## config.mk

```make
export PLATFORM = sky130hd
export DESIGN_NAME = pack_monitor_control_regs
export DESIGN_NICKNAME = d
export VERILOG_FILES = /design/src/rtl/pack_monitor_pkg.sv /design/src/rtl/fault_timer.sv /design/src/rtl/shutdown_key.sv /design/src/rtl/pack_monitor_control_regs.sv
export VERILOG_INCLUDE_DIRS = /design/src /design/src/rtl
export SDC_FILE = /design/constraint.sdc
export NUM_CORES = 1
export LEC_CHECK = 0
export BUFFER_PORTS_ARGS = -buffer_cell sky130_fd_sc_hd__buf_4
export CORE_MARGIN = 3
export CORE_UTILIZATION = 50
export CTS_CLUSTER_SIZE = 24
export DETAILED_ROUTE_END_ITERATION = 12
export GPL_TIMING_DRIVEN = 1
export PLACE_DENSITY = 0.66
export SKIP_CTS_REPAIR_TIMING = 1
export SYNTH_ARGS = -nofsm -noshare
export SYNTH_HDL_FRONTEND = slang
export SYNTH_SLANG_ARGS = --single-unit
```

## constraint.sdc

```tcl
create_clock -name i_clk -period 4.24 [get_ports i_clk]
set_clock_uncertainty 0.05 [all_clocks]
set_input_delay 0.424 -clock i_clk [delete_from_list [all_inputs] [get_ports i_clk]]
set_output_delay 0.424 -clock i_clk [all_outputs]
set_load 0.005 [all_outputs]
```

## src/rtl/pack_monitor_params.svh

```systemverilog
/*
 * Offsets, field positions, reset values and timing counts of the pack
 * monitor control register set.
 * Assumes a 100 MHz clock; included by bare name where needed.
 */
`ifndef PACK_MONITOR_PARAMS_SVH
`define PACK_MONITOR_PARAMS_SVH

// Register offsets
`define OFS_BLEED_MID 8'h02
`define OFS_BLEED_TOP 8'h03
`define OFS_SYSTEM_CONTROL_FIRST 8'h04
`define OFS_SYSTEM_CONTROL_SECOND 8'h05
`define OFS_SHORT_CFG 8'h06
`define OFS_EXCESS_CFG 8'h07
`define OFS_CELL_DLY_CFG 8'h08
`define OFS_STATUS 8'h00

// Writable masks (reserved read-only bits excluded)
`define MASK_BLEED 8'h1F
`define MASK_SYSTEM_CONTROL_FIRST 8'h1F
`define MASK_SYSTEM_CONTROL_SECOND 8'hFF
`define MASK_SHORT_CFG 8'hBF
`define MASK_EXCESS_CFG 8'h7F
`define MASK_CELL_DLY_CFG 8'hFF
`define RESET_VALUE 8'h00

// Field positions
`define BIT_LOAD_SENSE 7
`define BIT_CONV_EN 4
`define BIT_THERM_SEL 3
`define BIT_KEY_A 1
`define BIT_KEY_B 0
`define BIT_TIMER_BYPASS 7
`define BIT_CC_CONT 6
`define BIT_CC_SINGLE 5
`define BIT_DRAIN_DRIVE 1
`define BIT_FILL_DRIVE 0
`define BIT_RANGE_DBL 7
`define BIT_CC_FRESH 7
`define BIT_STAT_LOW 3
`define BIT_STAT_HIGH 2
`define BIT_STAT_SHORT 1
`define BIT_STAT_EXCESS 0

// Timing: clock rate and delays in their own units
`define CLK_HZ 100000000
`define US_CYCLES(t) ((t) * (`CLK_HZ / 1000000))
`define MS_CYCLES(t) ((t) * (`CLK_HZ / 1000))
`define CONV_MS 250
`define CONV_CYCLES `MS_CYCLES(`CONV_MS)
`define BYPASS_MS 250
`define BYPASS_CYCLES `MS_CYCLES(`BYPASS_MS)

`endif

```

## src/rtl/pack_monitor_pkg.sv

```systemverilog
/*
 * Types shared by the pack monitor control register set.
 * Assumes nothing beyond a SystemVerilog compiler.
 */
package pack_monitor_pkg;

    // Host register port request
    typedef struct packed {
        logic wr;
        logic rd;
        logic [7:0] addr;
        logic [7:0] wdata;
    } reg_req_t;

    // Shutdown key sequence
    typedef enum logic [1:0] {
        KEY_IDLE,
        KEY_ARMED,
        KEY_FAIL
    } key_state_t;

    // Single-shot coulomb counter
    typedef enum logic [0:0] {
        CC_OFF,
        CC_RUN
    } cc_state_t;

    // Fault detector state
    typedef struct packed {
        logic [31:0] count;
        logic fault;
    } fault_timer_t;

endpackage : pack_monitor_pkg

```

## src/rtl/fault_timer.sv

```systemverilog
/*
 * Persistence timer: latches a fault once its condition holds for a
 * delay in cycles. Assumes the delay is stable or changes rarely.
 */
`timescale 1ns/10ps
`default_nettype none
module fault_timer
    import pack_monitor_pkg::*;
(
    // Clock and reset
    input wire logic i_clk,
    input wire logic i_resetn,
    // Condition and delay
    input wire logic i_cond,
    input wire logic [31:0] i_delay,
    input wire logic i_clear,
    // Latched fault
    output logic o_fault
);
    fault_timer_t st_r;
    fault_timer_t st_nxt;

    // Count while the condition holds, restart when it drops
    always_comb begin
        st_nxt = st_r;
        if (!i_cond) begin
            st_nxt.count = 32'h0;
        end else if (st_r.count + 32'h1 >= i_delay) begin
            st_nxt.fault = 1'b1;
        end else begin
            st_nxt.count = st_r.count + 32'h1;
        end
        if (i_clear && !(i_cond && st_r.count + 32'h1 >= i_delay)) begin
            st_nxt.fault = 1'b0;
        end
    end

    always_ff @(posedge i_clk or negedge i_resetn) begin
        if (!i_resetn) begin
            st_r <= '0;
        end else begin
            st_r <= st_nxt;
        end
    end

    assign o_fault = st_r.fault;
endmodule : fault_timer
`default_nettype wire

```

## src/rtl/shutdown_key.sv

```systemverilog
/*
 * Shutdown key checker: watches host writes to the key bits and
 * raises a request only after the required two-write order.
 * Assumes i_wr pulses one cycle per host write of the register.
 */
`timescale 1ns/10ps
`default_nettype none
module shutdown_key
    import pack_monitor_pkg::*;
(
    // Clock and reset
    input wire logic i_clk,
    input wire logic i_resetn,
    // Key write
    input wire logic i_wr,
    input wire logic i_key_a,
    input wire logic i_key_b,
    // Result
    output logic o_shutdown
);
    typedef struct packed {
        key_state_t state;
        logic shut;
    } key_regs_t;

    key_regs_t st_r;
    key_regs_t st_nxt;

    // Zero-zero returns to idle, 0/1 arms, then 1/0 shuts; other writes fail until zero-zero
    always_comb begin
        st_nxt = st_r;
        st_nxt.shut = 1'b0;
        if (i_wr) begin
            case (st_r.state)
                KEY_IDLE: begin
                    if (!i_key_a && i_key_b) begin
                        st_nxt.state = KEY_ARMED;
                    end else if (i_key_a || i_key_b) begin
                        st_nxt.state = KEY_FAIL;
                    end
                end
                KEY_ARMED: begin
                    if (i_key_a && !i_key_b) begin
                        st_nxt.shut = 1'b1;
                    end
                    st_nxt.state = (!i_key_a && !i_key_b) ?
                        KEY_IDLE : KEY_FAIL;
                end
                default: begin
                    if (!i_key_a && !i_key_b) begin
                        st_nxt.state = KEY_IDLE;
                    end
                end
            endcase
        end
    end

    always_ff @(posedge i_clk or negedge i_resetn) begin
        if (!i_resetn) begin
            st_r <= '0;
        end else begin
            st_r <= st_nxt;
        end
    end

    assign o_shutdown = st_r.shut;
endmodule : shutdown_key
`default_nettype wire

```

## src/rtl/pack_monitor_control_regs.sv

```systemverilog
/*
 * Control and protection register set of a multi-cell pack monitor.
 * Assumes a serial register port that delivers one-cycle read and
 * write strobes with address and data, and analog comparators that
 * present fault conditions as synchronous levels.
 */
// How it works
// - Bleed bits enable balancing; bits 7:5 zero
// - Load flag read-only, follows pin while fill off
// - Convert enable zero stops conversions, high-cell protection
// - Thermal select picks die or thermistor results
// - Shutdown only on correct ordered key writes
// - Timer bypass forces quarter-second fault delays
// - Continuous counting ignores single-shot trigger
// - Single shot runs one conversion, self-clears
// - Trigger only when continuous off and fresh clear
// - Drain and fill bits drive gate drivers
// - Range doubler selects upper current thresholds
// - Short delay code gives 70-400 us
// - Short level code selects threshold 22-200 mV
// - Excess delay code gives 8-1280 ms
// - Excess level code selects threshold 8-100 mV
// - Low cell delay code gives 1-16 s
// - High cell delay code gives 1-8 s
// - Fresh flag set by hardware, cleared by writing one
`timescale 1ns/10ps
`default_nettype none
`include "pack_monitor_params.svh"
module pack_monitor_control_regs
    import pack_monitor_pkg::*;
#(
    parameter int unsigned SEC_CYCLES = 100000000
) (
    // Clock and reset
    input wire logic i_clk,
    input wire logic i_resetn,
    // Register port
    input wire reg_req_t i_req,
    output logic [7:0] o_rdata,
    // Analog side
    input wire logic i_fill_pin_loaded,
    input wire logic i_high_cell_cond,
    input wire logic i_low_cell_cond,
    input wire logic i_excess_cond,
    input wire logic i_short_cond,
    // Controls to the analog side
    output logic [9:0] o_cell_bleed_enable,
    output logic o_conv_enable,
    output logic o_high_cell_prot_en,
    output logic o_thermal_ext_sel,
    output logic o_cc_active,
    output logic o_drain_switch_drive,
    output logic o_fill_switch_drive,
    output logic o_sense_range_doubler,
    output logic [2:0] o_short_trip_level,
    output logic [3:0] o_excess_current_level,
    output logic o_shutdown_req,
    // Latched faults
    output logic o_high_cell_fault,
    output logic o_low_cell_fault,
    output logic o_excess_current_fault,
    output logic o_short_circuit_fault
);
    typedef struct packed {
        logic [4:0] bleed_mid;
        logic [4:0] bleed_top;
        logic [4:0] ctrl1;
        logic [7:0] ctrl2;
        logic [7:0] short_cfg;
        logic [6:0] excess_cfg;
        logic [7:0] dly_cfg;
        logic load_sense;
        logic fresh;
        cc_state_t cc_state;
        logic [31:0] cc_count;
        logic [7:0] rdata;
        logic shut;
    } regs_t;

    regs_t st_r;
    regs_t st_nxt;
    logic key_pulse;
    logic [3:0] faults;
    logic [31:0] dly [4];
    logic wr_stat;
    logic cc_done;

    // Delay in cycles for each fault detector
    // A code rewritten mid-count applies at once to the running timer
    always_comb begin
        case (st_r.short_cfg[4:3])
            2'h0: dly[0] = `US_CYCLES(70);
            2'h1: dly[0] = `US_CYCLES(100);
            2'h2: dly[0] = `US_CYCLES(200);
            default: dly[0] = `US_CYCLES(400);
        endcase
        dly[1] = 32'(`MS_CYCLES(8)) << st_r.excess_cfg[6:4];
        if (st_r.excess_cfg[6:4] != 3'h0) begin
            dly[1] = 32'(`MS_CYCLES(10)) << st_r.excess_cfg[6:4];
        end
        case (st_r.dly_cfg[7:6])
            2'h0: dly[2] = SEC_CYCLES;
            2'h1: dly[2] = SEC_CYCLES * 4;
            2'h2: dly[2] = SEC_CYCLES * 8;
            default: dly[2] = SEC_CYCLES * 16;
        endcase
        dly[3] = SEC_CYCLES << st_r.dly_cfg[5:4];
        if (st_r.ctrl2[`BIT_TIMER_BYPASS]) begin
            for (int i = 0; i < 4; i++) begin
                dly[i] = `BYPASS_CYCLES;
            end
        end
    end

    // Persistence timers: short, excess, low cell, high cell
    // Faults stay latched until reset; no host clear is wired
    fault_timer u_short (
        .i_clk(i_clk), .i_resetn(i_resetn), .i_cond(i_short_cond),
        .i_delay(dly[0]), .i_clear(1'b0), .o_fault(faults[0]));
    fault_timer u_excess (
        .i_clk(i_clk), .i_resetn(i_resetn), .i_cond(i_excess_cond),
        .i_delay(dly[1]), .i_clear(1'b0), .o_fault(faults[1]));
    fault_timer u_low (
        .i_clk(i_clk), .i_resetn(i_resetn), .i_cond(i_low_cell_cond),
        .i_delay(dly[2]), .i_clear(1'b0), .o_fault(faults[2]));
    fault_timer u_high (
        .i_clk(i_clk), .i_resetn(i_resetn),
        .i_cond(i_high_cell_cond && st_r.ctrl1[`BIT_CONV_EN]),
        .i_delay(dly[3]), .i_clear(1'b0), .o_fault(faults[3]));

    // Shutdown key sequence checker
    shutdown_key u_key (
        .i_clk(i_clk),
        .i_resetn(i_resetn),
        .i_wr(i_req.wr && i_req.addr == `OFS_SYSTEM_CONTROL_FIRST),
        .i_key_a(i_req.wdata[`BIT_KEY_A]),
        .i_key_b(i_req.wdata[`BIT_KEY_B]),
        .o_shutdown(key_pulse)
    );

    assign wr_stat = i_req.wr && i_req.addr == `OFS_STATUS;
    assign cc_done = st_r.cc_state == CC_RUN &&
        st_r.cc_count + 32'h1 >= `CONV_CYCLES;

    // Register writes, status flags and single-shot counter
    always_comb begin
        st_nxt = st_r;
        st_nxt.shut = st_r.shut | key_pulse;
        // Load sense tracks pin only while fill drive is off
        st_nxt.load_sense = i_fill_pin_loaded &&
            !st_r.ctrl2[`BIT_FILL_DRIVE];
        if (i_req.wr) begin
            if (i_req.addr == `OFS_BLEED_MID) begin
                st_nxt.bleed_mid = i_req.wdata[4:0];
            end else if (i_req.addr == `OFS_BLEED_TOP) begin
                st_nxt.bleed_top = i_req.wdata[4:0];
            end else if (i_req.addr == `OFS_SYSTEM_CONTROL_FIRST) begin
                st_nxt.ctrl1 = i_req.wdata[4:0];
            end else if (i_req.addr == `OFS_SYSTEM_CONTROL_SECOND) begin
                st_nxt.ctrl2 = i_req.wdata;
                // Trigger accepted only from an idle, clear state
                if (i_req.wdata[`BIT_CC_CONT] || st_r.fresh ||
                    st_r.cc_state == CC_RUN) begin
                    st_nxt.ctrl2[`BIT_CC_SINGLE] =
                        st_r.ctrl2[`BIT_CC_SINGLE];
                end
            end else if (i_req.addr == `OFS_SHORT_CFG) begin
                st_nxt.short_cfg = i_req.wdata & `MASK_SHORT_CFG;
            end else if (i_req.addr == `OFS_EXCESS_CFG) begin
                st_nxt.excess_cfg = i_req.wdata[6:0];
            end else if (i_req.addr == `OFS_CELL_DLY_CFG) begin
                st_nxt.dly_cfg = i_req.wdata;
            end
        end
        // Write-one-to-clear of the fresh flag
        if (wr_stat && i_req.wdata[`BIT_CC_FRESH]) begin
            st_nxt.fresh = 1'b0;
        end
        // Single-shot conversion sequencer
        case (st_r.cc_state)
            CC_OFF: begin
                st_nxt.cc_count = 32'h0;
                if (st_nxt.ctrl2[`BIT_CC_SINGLE] &&
                    !st_nxt.ctrl2[`BIT_CC_CONT]) begin
                    st_nxt.cc_state = CC_RUN;
                end
            end
            default: begin
                st_nxt.cc_count = st_r.cc_count + 32'h1;
                if (cc_done) begin
                    st_nxt.cc_state = CC_OFF;
                    st_nxt.ctrl2[`BIT_CC_SINGLE] = 1'b0;
                end
            end
        endcase
        // Continuous mode produces a result every conversion period
        if (st_r.ctrl2[`BIT_CC_CONT] && st_r.cc_state == CC_OFF) begin
            st_nxt.cc_count = st_r.cc_count + 32'h1;
            if (st_r.cc_count + 32'h1 >= `CONV_CYCLES) begin
                st_nxt.cc_count = 32'h0;
                st_nxt.fresh = 1'b1;
            end
        end
        if (cc_done) begin
            st_nxt.fresh = 1'b1;
        end
        // Read data, registered
        st_nxt.rdata = 8'h00;
        if (i_req.rd) begin
            if (i_req.addr == `OFS_BLEED_MID) begin
                st_nxt.rdata = {3'h0, st_r.bleed_mid};
            end else if (i_req.addr == `OFS_BLEED_TOP) begin
                st_nxt.rdata = {3'h0, st_r.bleed_top};
            end else if (i_req.addr == `OFS_SYSTEM_CONTROL_FIRST) begin
                st_nxt.rdata = {st_r.load_sense, 2'h0, st_r.ctrl1};
            end else if (i_req.addr == `OFS_SYSTEM_CONTROL_SECOND) begin
                st_nxt.rdata = st_r.ctrl2;
            end else if (i_req.addr == `OFS_SHORT_CFG) begin
                st_nxt.rdata = st_r.short_cfg;
            end else if (i_req.addr == `OFS_EXCESS_CFG) begin
                st_nxt.rdata = {1'b0, st_r.excess_cfg};
            end else if (i_req.addr == `OFS_CELL_DLY_CFG) begin
                st_nxt.rdata = st_r.dly_cfg;
            end else if (i_req.addr == `OFS_STATUS) begin
                st_nxt.rdata = {st_r.fresh, 3'h0, faults[2], faults[3],
                    faults[0], faults[1]};
            end
        end
    end

    always_ff @(posedge i_clk or negedge i_resetn) begin
        if (!i_resetn) begin
            st_r <= '0;
        end else begin
            st_r <= st_nxt;
        end
    end

    // Outputs straight from registers
    assign o_rdata = st_r.rdata;
    assign o_cell_bleed_enable = {st_r.bleed_top, st_r.bleed_mid};
    assign o_conv_enable = st_r.ctrl1[`BIT_CONV_EN];
    assign o_high_cell_prot_en = st_r.ctrl1[`BIT_CONV_EN];
    assign o_thermal_ext_sel = st_r.ctrl1[`BIT_THERM_SEL];
    assign o_cc_active = st_r.cc_state == CC_RUN ||
        st_r.ctrl2[`BIT_CC_CONT];
    assign o_drain_switch_drive = st_r.ctrl2[`BIT_DRAIN_DRIVE];
    assign o_fill_switch_drive = st_r.ctrl2[`BIT_FILL_DRIVE];
    assign o_sense_range_doubler = st_r.short_cfg[`BIT_RANGE_DBL];
    assign o_short_trip_level = st_r.short_cfg[2:0];
    assign o_excess_current_level = st_r.excess_cfg[3:0];
    assign o_shutdown_req = st_r.shut;
    assign o_short_circuit_fault = faults[0];
    assign o_excess_current_fault = faults[1];
    assign o_low_cell_fault = faults[2];
    assign o_high_cell_fault = faults[3];
endmodule : pack_monitor_control_regs
`default_nettype wire

```

==> impl_results.md <==
- CTS Sinks: 224
- H-tree lvl count: 1
- Placer Congestion: 0.8662
- Grt total ovfl: 0
- Number of flops mapped to enable cells by yosys: 0
- Placement Setup Slack: -0.1939 ns
- Fmax: 244.6 MHz
- Core Region: 29,950 um2
- Design area: 17,390 um2
- Num CTS Buffers: 27
- CP max FO: 30
- Sequential fraction of the synthesis area: 36.45%
- Worst EP required: 4.63 ns
- Cell area after placement: 16,220 um2
- CTS Root Cell: clkbuf_16
- Setup crit start kind: flip-flop
- Pwr per Cell Area: 285.7 nW/um2
- Synth Instances: 1,719
- Layout cell share with drive strength beyond 1: 15.36%
- Setup TNS: 0 ns
- Tmin final: 4.088 ns
- Tot Pwr: 4.967 mW
- Layout area overhead: 13.05%
- #FFs+latches synth: 224
- Worst-margin pin slew: 1.010 ns
- Number of distinct library cells after synthesis: 77
- Critical path arrival: 4.48 ns
- Routed vias: 12,820
- Clock slew at reported path FFs: 0.06 ns
- Row Count: 63
- Total GRT Usage: 22.37%
- Final Cycle Share: 96.40%
- Endpoints failing setup: 0
- DRC Markers: 0
- DIE WIDTH: 181.4 um
- Dpl hpwl: 26.74 mm
- Main flop type after synthesis: dfrtp_1
- PortBufs: 61
- DR WL/cell: 17.21 um
- # IOs: 62
- Longest Clk Path Bufs: 3
- First-pass GRT wire length: 62.65 mm
- CTS tree: done
- Largest net degree at the start of global routing: 113
- Setup ws final: 0.1524 ns
- Initial antenna violation count: 1
- Leakage: 8.069 nW
- Slew headroom: 32.51%
- Worst-Skew Late Latency: 0.53 ns
- ANT nets after route: 0
- Crit. End Element: flip-flop
- Final #Nets: 1,884
- Hold/Removal Path Class: in2reg
- Final Slew Violations: 0
- Final core utilization: 58.04%
- Synth warn: 0
- Total Wirelength: 37.29 mm
- Max-cap violations: 0
- Diode count: 0
- Syn_nets: 1,844
- Vias in the first global route: 12,350
- Die span in y: 181.4 um
- CP Class: reg2reg
- Avg Inst Size Synth: 8.946 um2
- Worst vdd ir: 0.0002991 V
- Iter 0 DRT Violations: 851
- Mapped cell area: 15,380 um2
- Async S/R FF share, synth: 100.0%
- Die area: 32,900 um2
- Status: completed
- Drt via density: 5.918
- Final Hold Fails: 0
- Initial Util: 51.34%
- TritonRoute pass-1 iters: 5
[cell usage in the layout, fill, tap and decap left out, drive strengths merged, types with 21 or more instances in the layout]
master,netlist,routed
dfrtp,224,224
nand2,156,156
nor2,121,121
buf,35,116
ha,100,100
a21oi,92,92
nand3,92,92
xnor2,81,81
xor2,70,70
o21ai,69,69
nand4,51,51
and3,51,51
mux2,50,50
inv,45,46
or3,45,45
clkbuf,71,36
or4,35,35
nor3,35,35
o31ai,30,30
mux2i,29,29
a21o,26,26
and2,21,21
nor4,21,21
[metrics by stage]
stage	hold slack, ns	std cells
floorplan	0.07841	1719
global placement	0.3276	2112
detailed placement	0.3301	2112
CTS	-0.2403	2159
global route	0.09165	2167
finish	0.08589	2167
[report_power, final]
group	switching, mW	leakage, nW	internal (mW)
combinational	0.211	4.55	0.129
sequential	0.0431	3.07	2.18
clock	0.914	0.447	1.50
total	1.17	8.07	3.80
[cell type report]
class	instances	area, um2
fill	2681	12570
clock inverter	11	170.2
tap	390	488.0
clock buffer	36	759.5
multi-input combinational	1343	9253
inverter	46	172.7
sequential	224	5618
timing repair buffer	117	924.6
[cells in the mapped netlist, types with 6 or more instances]
cell type	count	share of area, %
dfrtp_1	224	36
nand2_1	156	3.8
nor2_1	121	3.0
ha_1	100	8.1
a21oi_1	92	3.0
nand3_1	91	3.0
xnor2_1	81	4.6
clkbuf_1	71	1.7
xor2_1	70	4.0
o21ai_0	65	2.1
and3_1	51	2.1
mux2_2	50	3.7
nand4_1	50	2.0
inv_1	45	1.1
or3_1	44	1.8
nor3_1	35	1.1
or4_1	35	1.7
o31ai_1	30	1.5
mux2i_1	29	1.9
buf_4	27	1.3
a21o_1	26	1.3
nor4_1	21	0.85
and2_1	20	0.81
nand2b_1	20	0.81
and4_1	16	0.91
or2_2	13	0.53
nor2b_1	11	0.45
a31oi_1	10	0.41
o211ai_1	9	0.44
a211oi_1	7	0.34
nor3b_1	7	0.34
o21a_1	6	0.29
[layer usage]
metal / up-vias / track usage, % / part of all wire (%)
li1: 6290 / - / -
met1: 6215 / 31.57 / 46
met2: 249 / 36.26 / 47
met3: 68 / 3.586 / 4.6
met4: 2 / 5.515 / 2.5
met5: - / 0 / 0.035
[final timing paths]
kind | from | endpoint | slack [ns] | cells past startpoint
setup / recovery | u_low.st_r[1] | u_low.st_r[6] | 0.15 | 17
hold / removal | i_fill_pin_loaded | st_r[43] | 0.09 | 2
setup reg to reg | u_low.st_r[1] | u_low.st_r[6] | 0.15 | 17
hold reg to reg | o_shutdown_req | o_shutdown_req | 0.42 | 1
max in group asynchronous | i_resetn | u_low.st_r[4] | 2.63 | 3
min in group asynchronous | i_resetn | u_high.st_r[26] | 0.36 | 2
[cell families after synthesis]
logic type | share of synthesized area [%]
flip-flops | 36.45
buffers and inverters | 4.410
AND/OR/NAND/NOR | 24.08
AO/OA/AOI/OAI | 12.63
adder cells (fa/ha/maj) | 8.136
multiplexers | 5.695
XOR/XNOR | 8.600
[flip-flops by register name (all words and copies together), names as in the netlist]
register,flops
u_short.o_fault,1
u_key.o_shutdown,1
o_fill_switch_drive,1
u_key.st_r,2
o_cell_bleed_enable,10
o_shutdown_req,1
u_excess.o_fault,1
o_excess_current_level,4
u_high.st_r,32
st_r,58
u_short.st_r,32
o_drain_switch_drive,1
o_short_trip_level,3
o_conv_enable,1
u_low.o_fault,1
u_excess.st_r,32
o_sense_range_doubler,1
o_thermal_ext_sel,1
u_high.o_fault,1
o_rdata,8
u_low.st_r,32
[critical path, cell delays in order (launching register included)]
cell and delay, ns:
dfrtp_1 0.41, ha_1 0.18, and2_4 0.16, nand2_1 0.09
nor3_2 0.26, buf_4 0.17, nand4_1 0.17, xnor2_2 0.20
ha_1 0.30, nand2_1 0.08, o211ai_1 0.13, or4_1 0.46
a211oi_2 0.21, o41ai_2 0.13, a21o_2 0.28, buf_12 0.18
or4_1 0.39, a21oi_1 0.15
(Power assumes the default switching activity.)
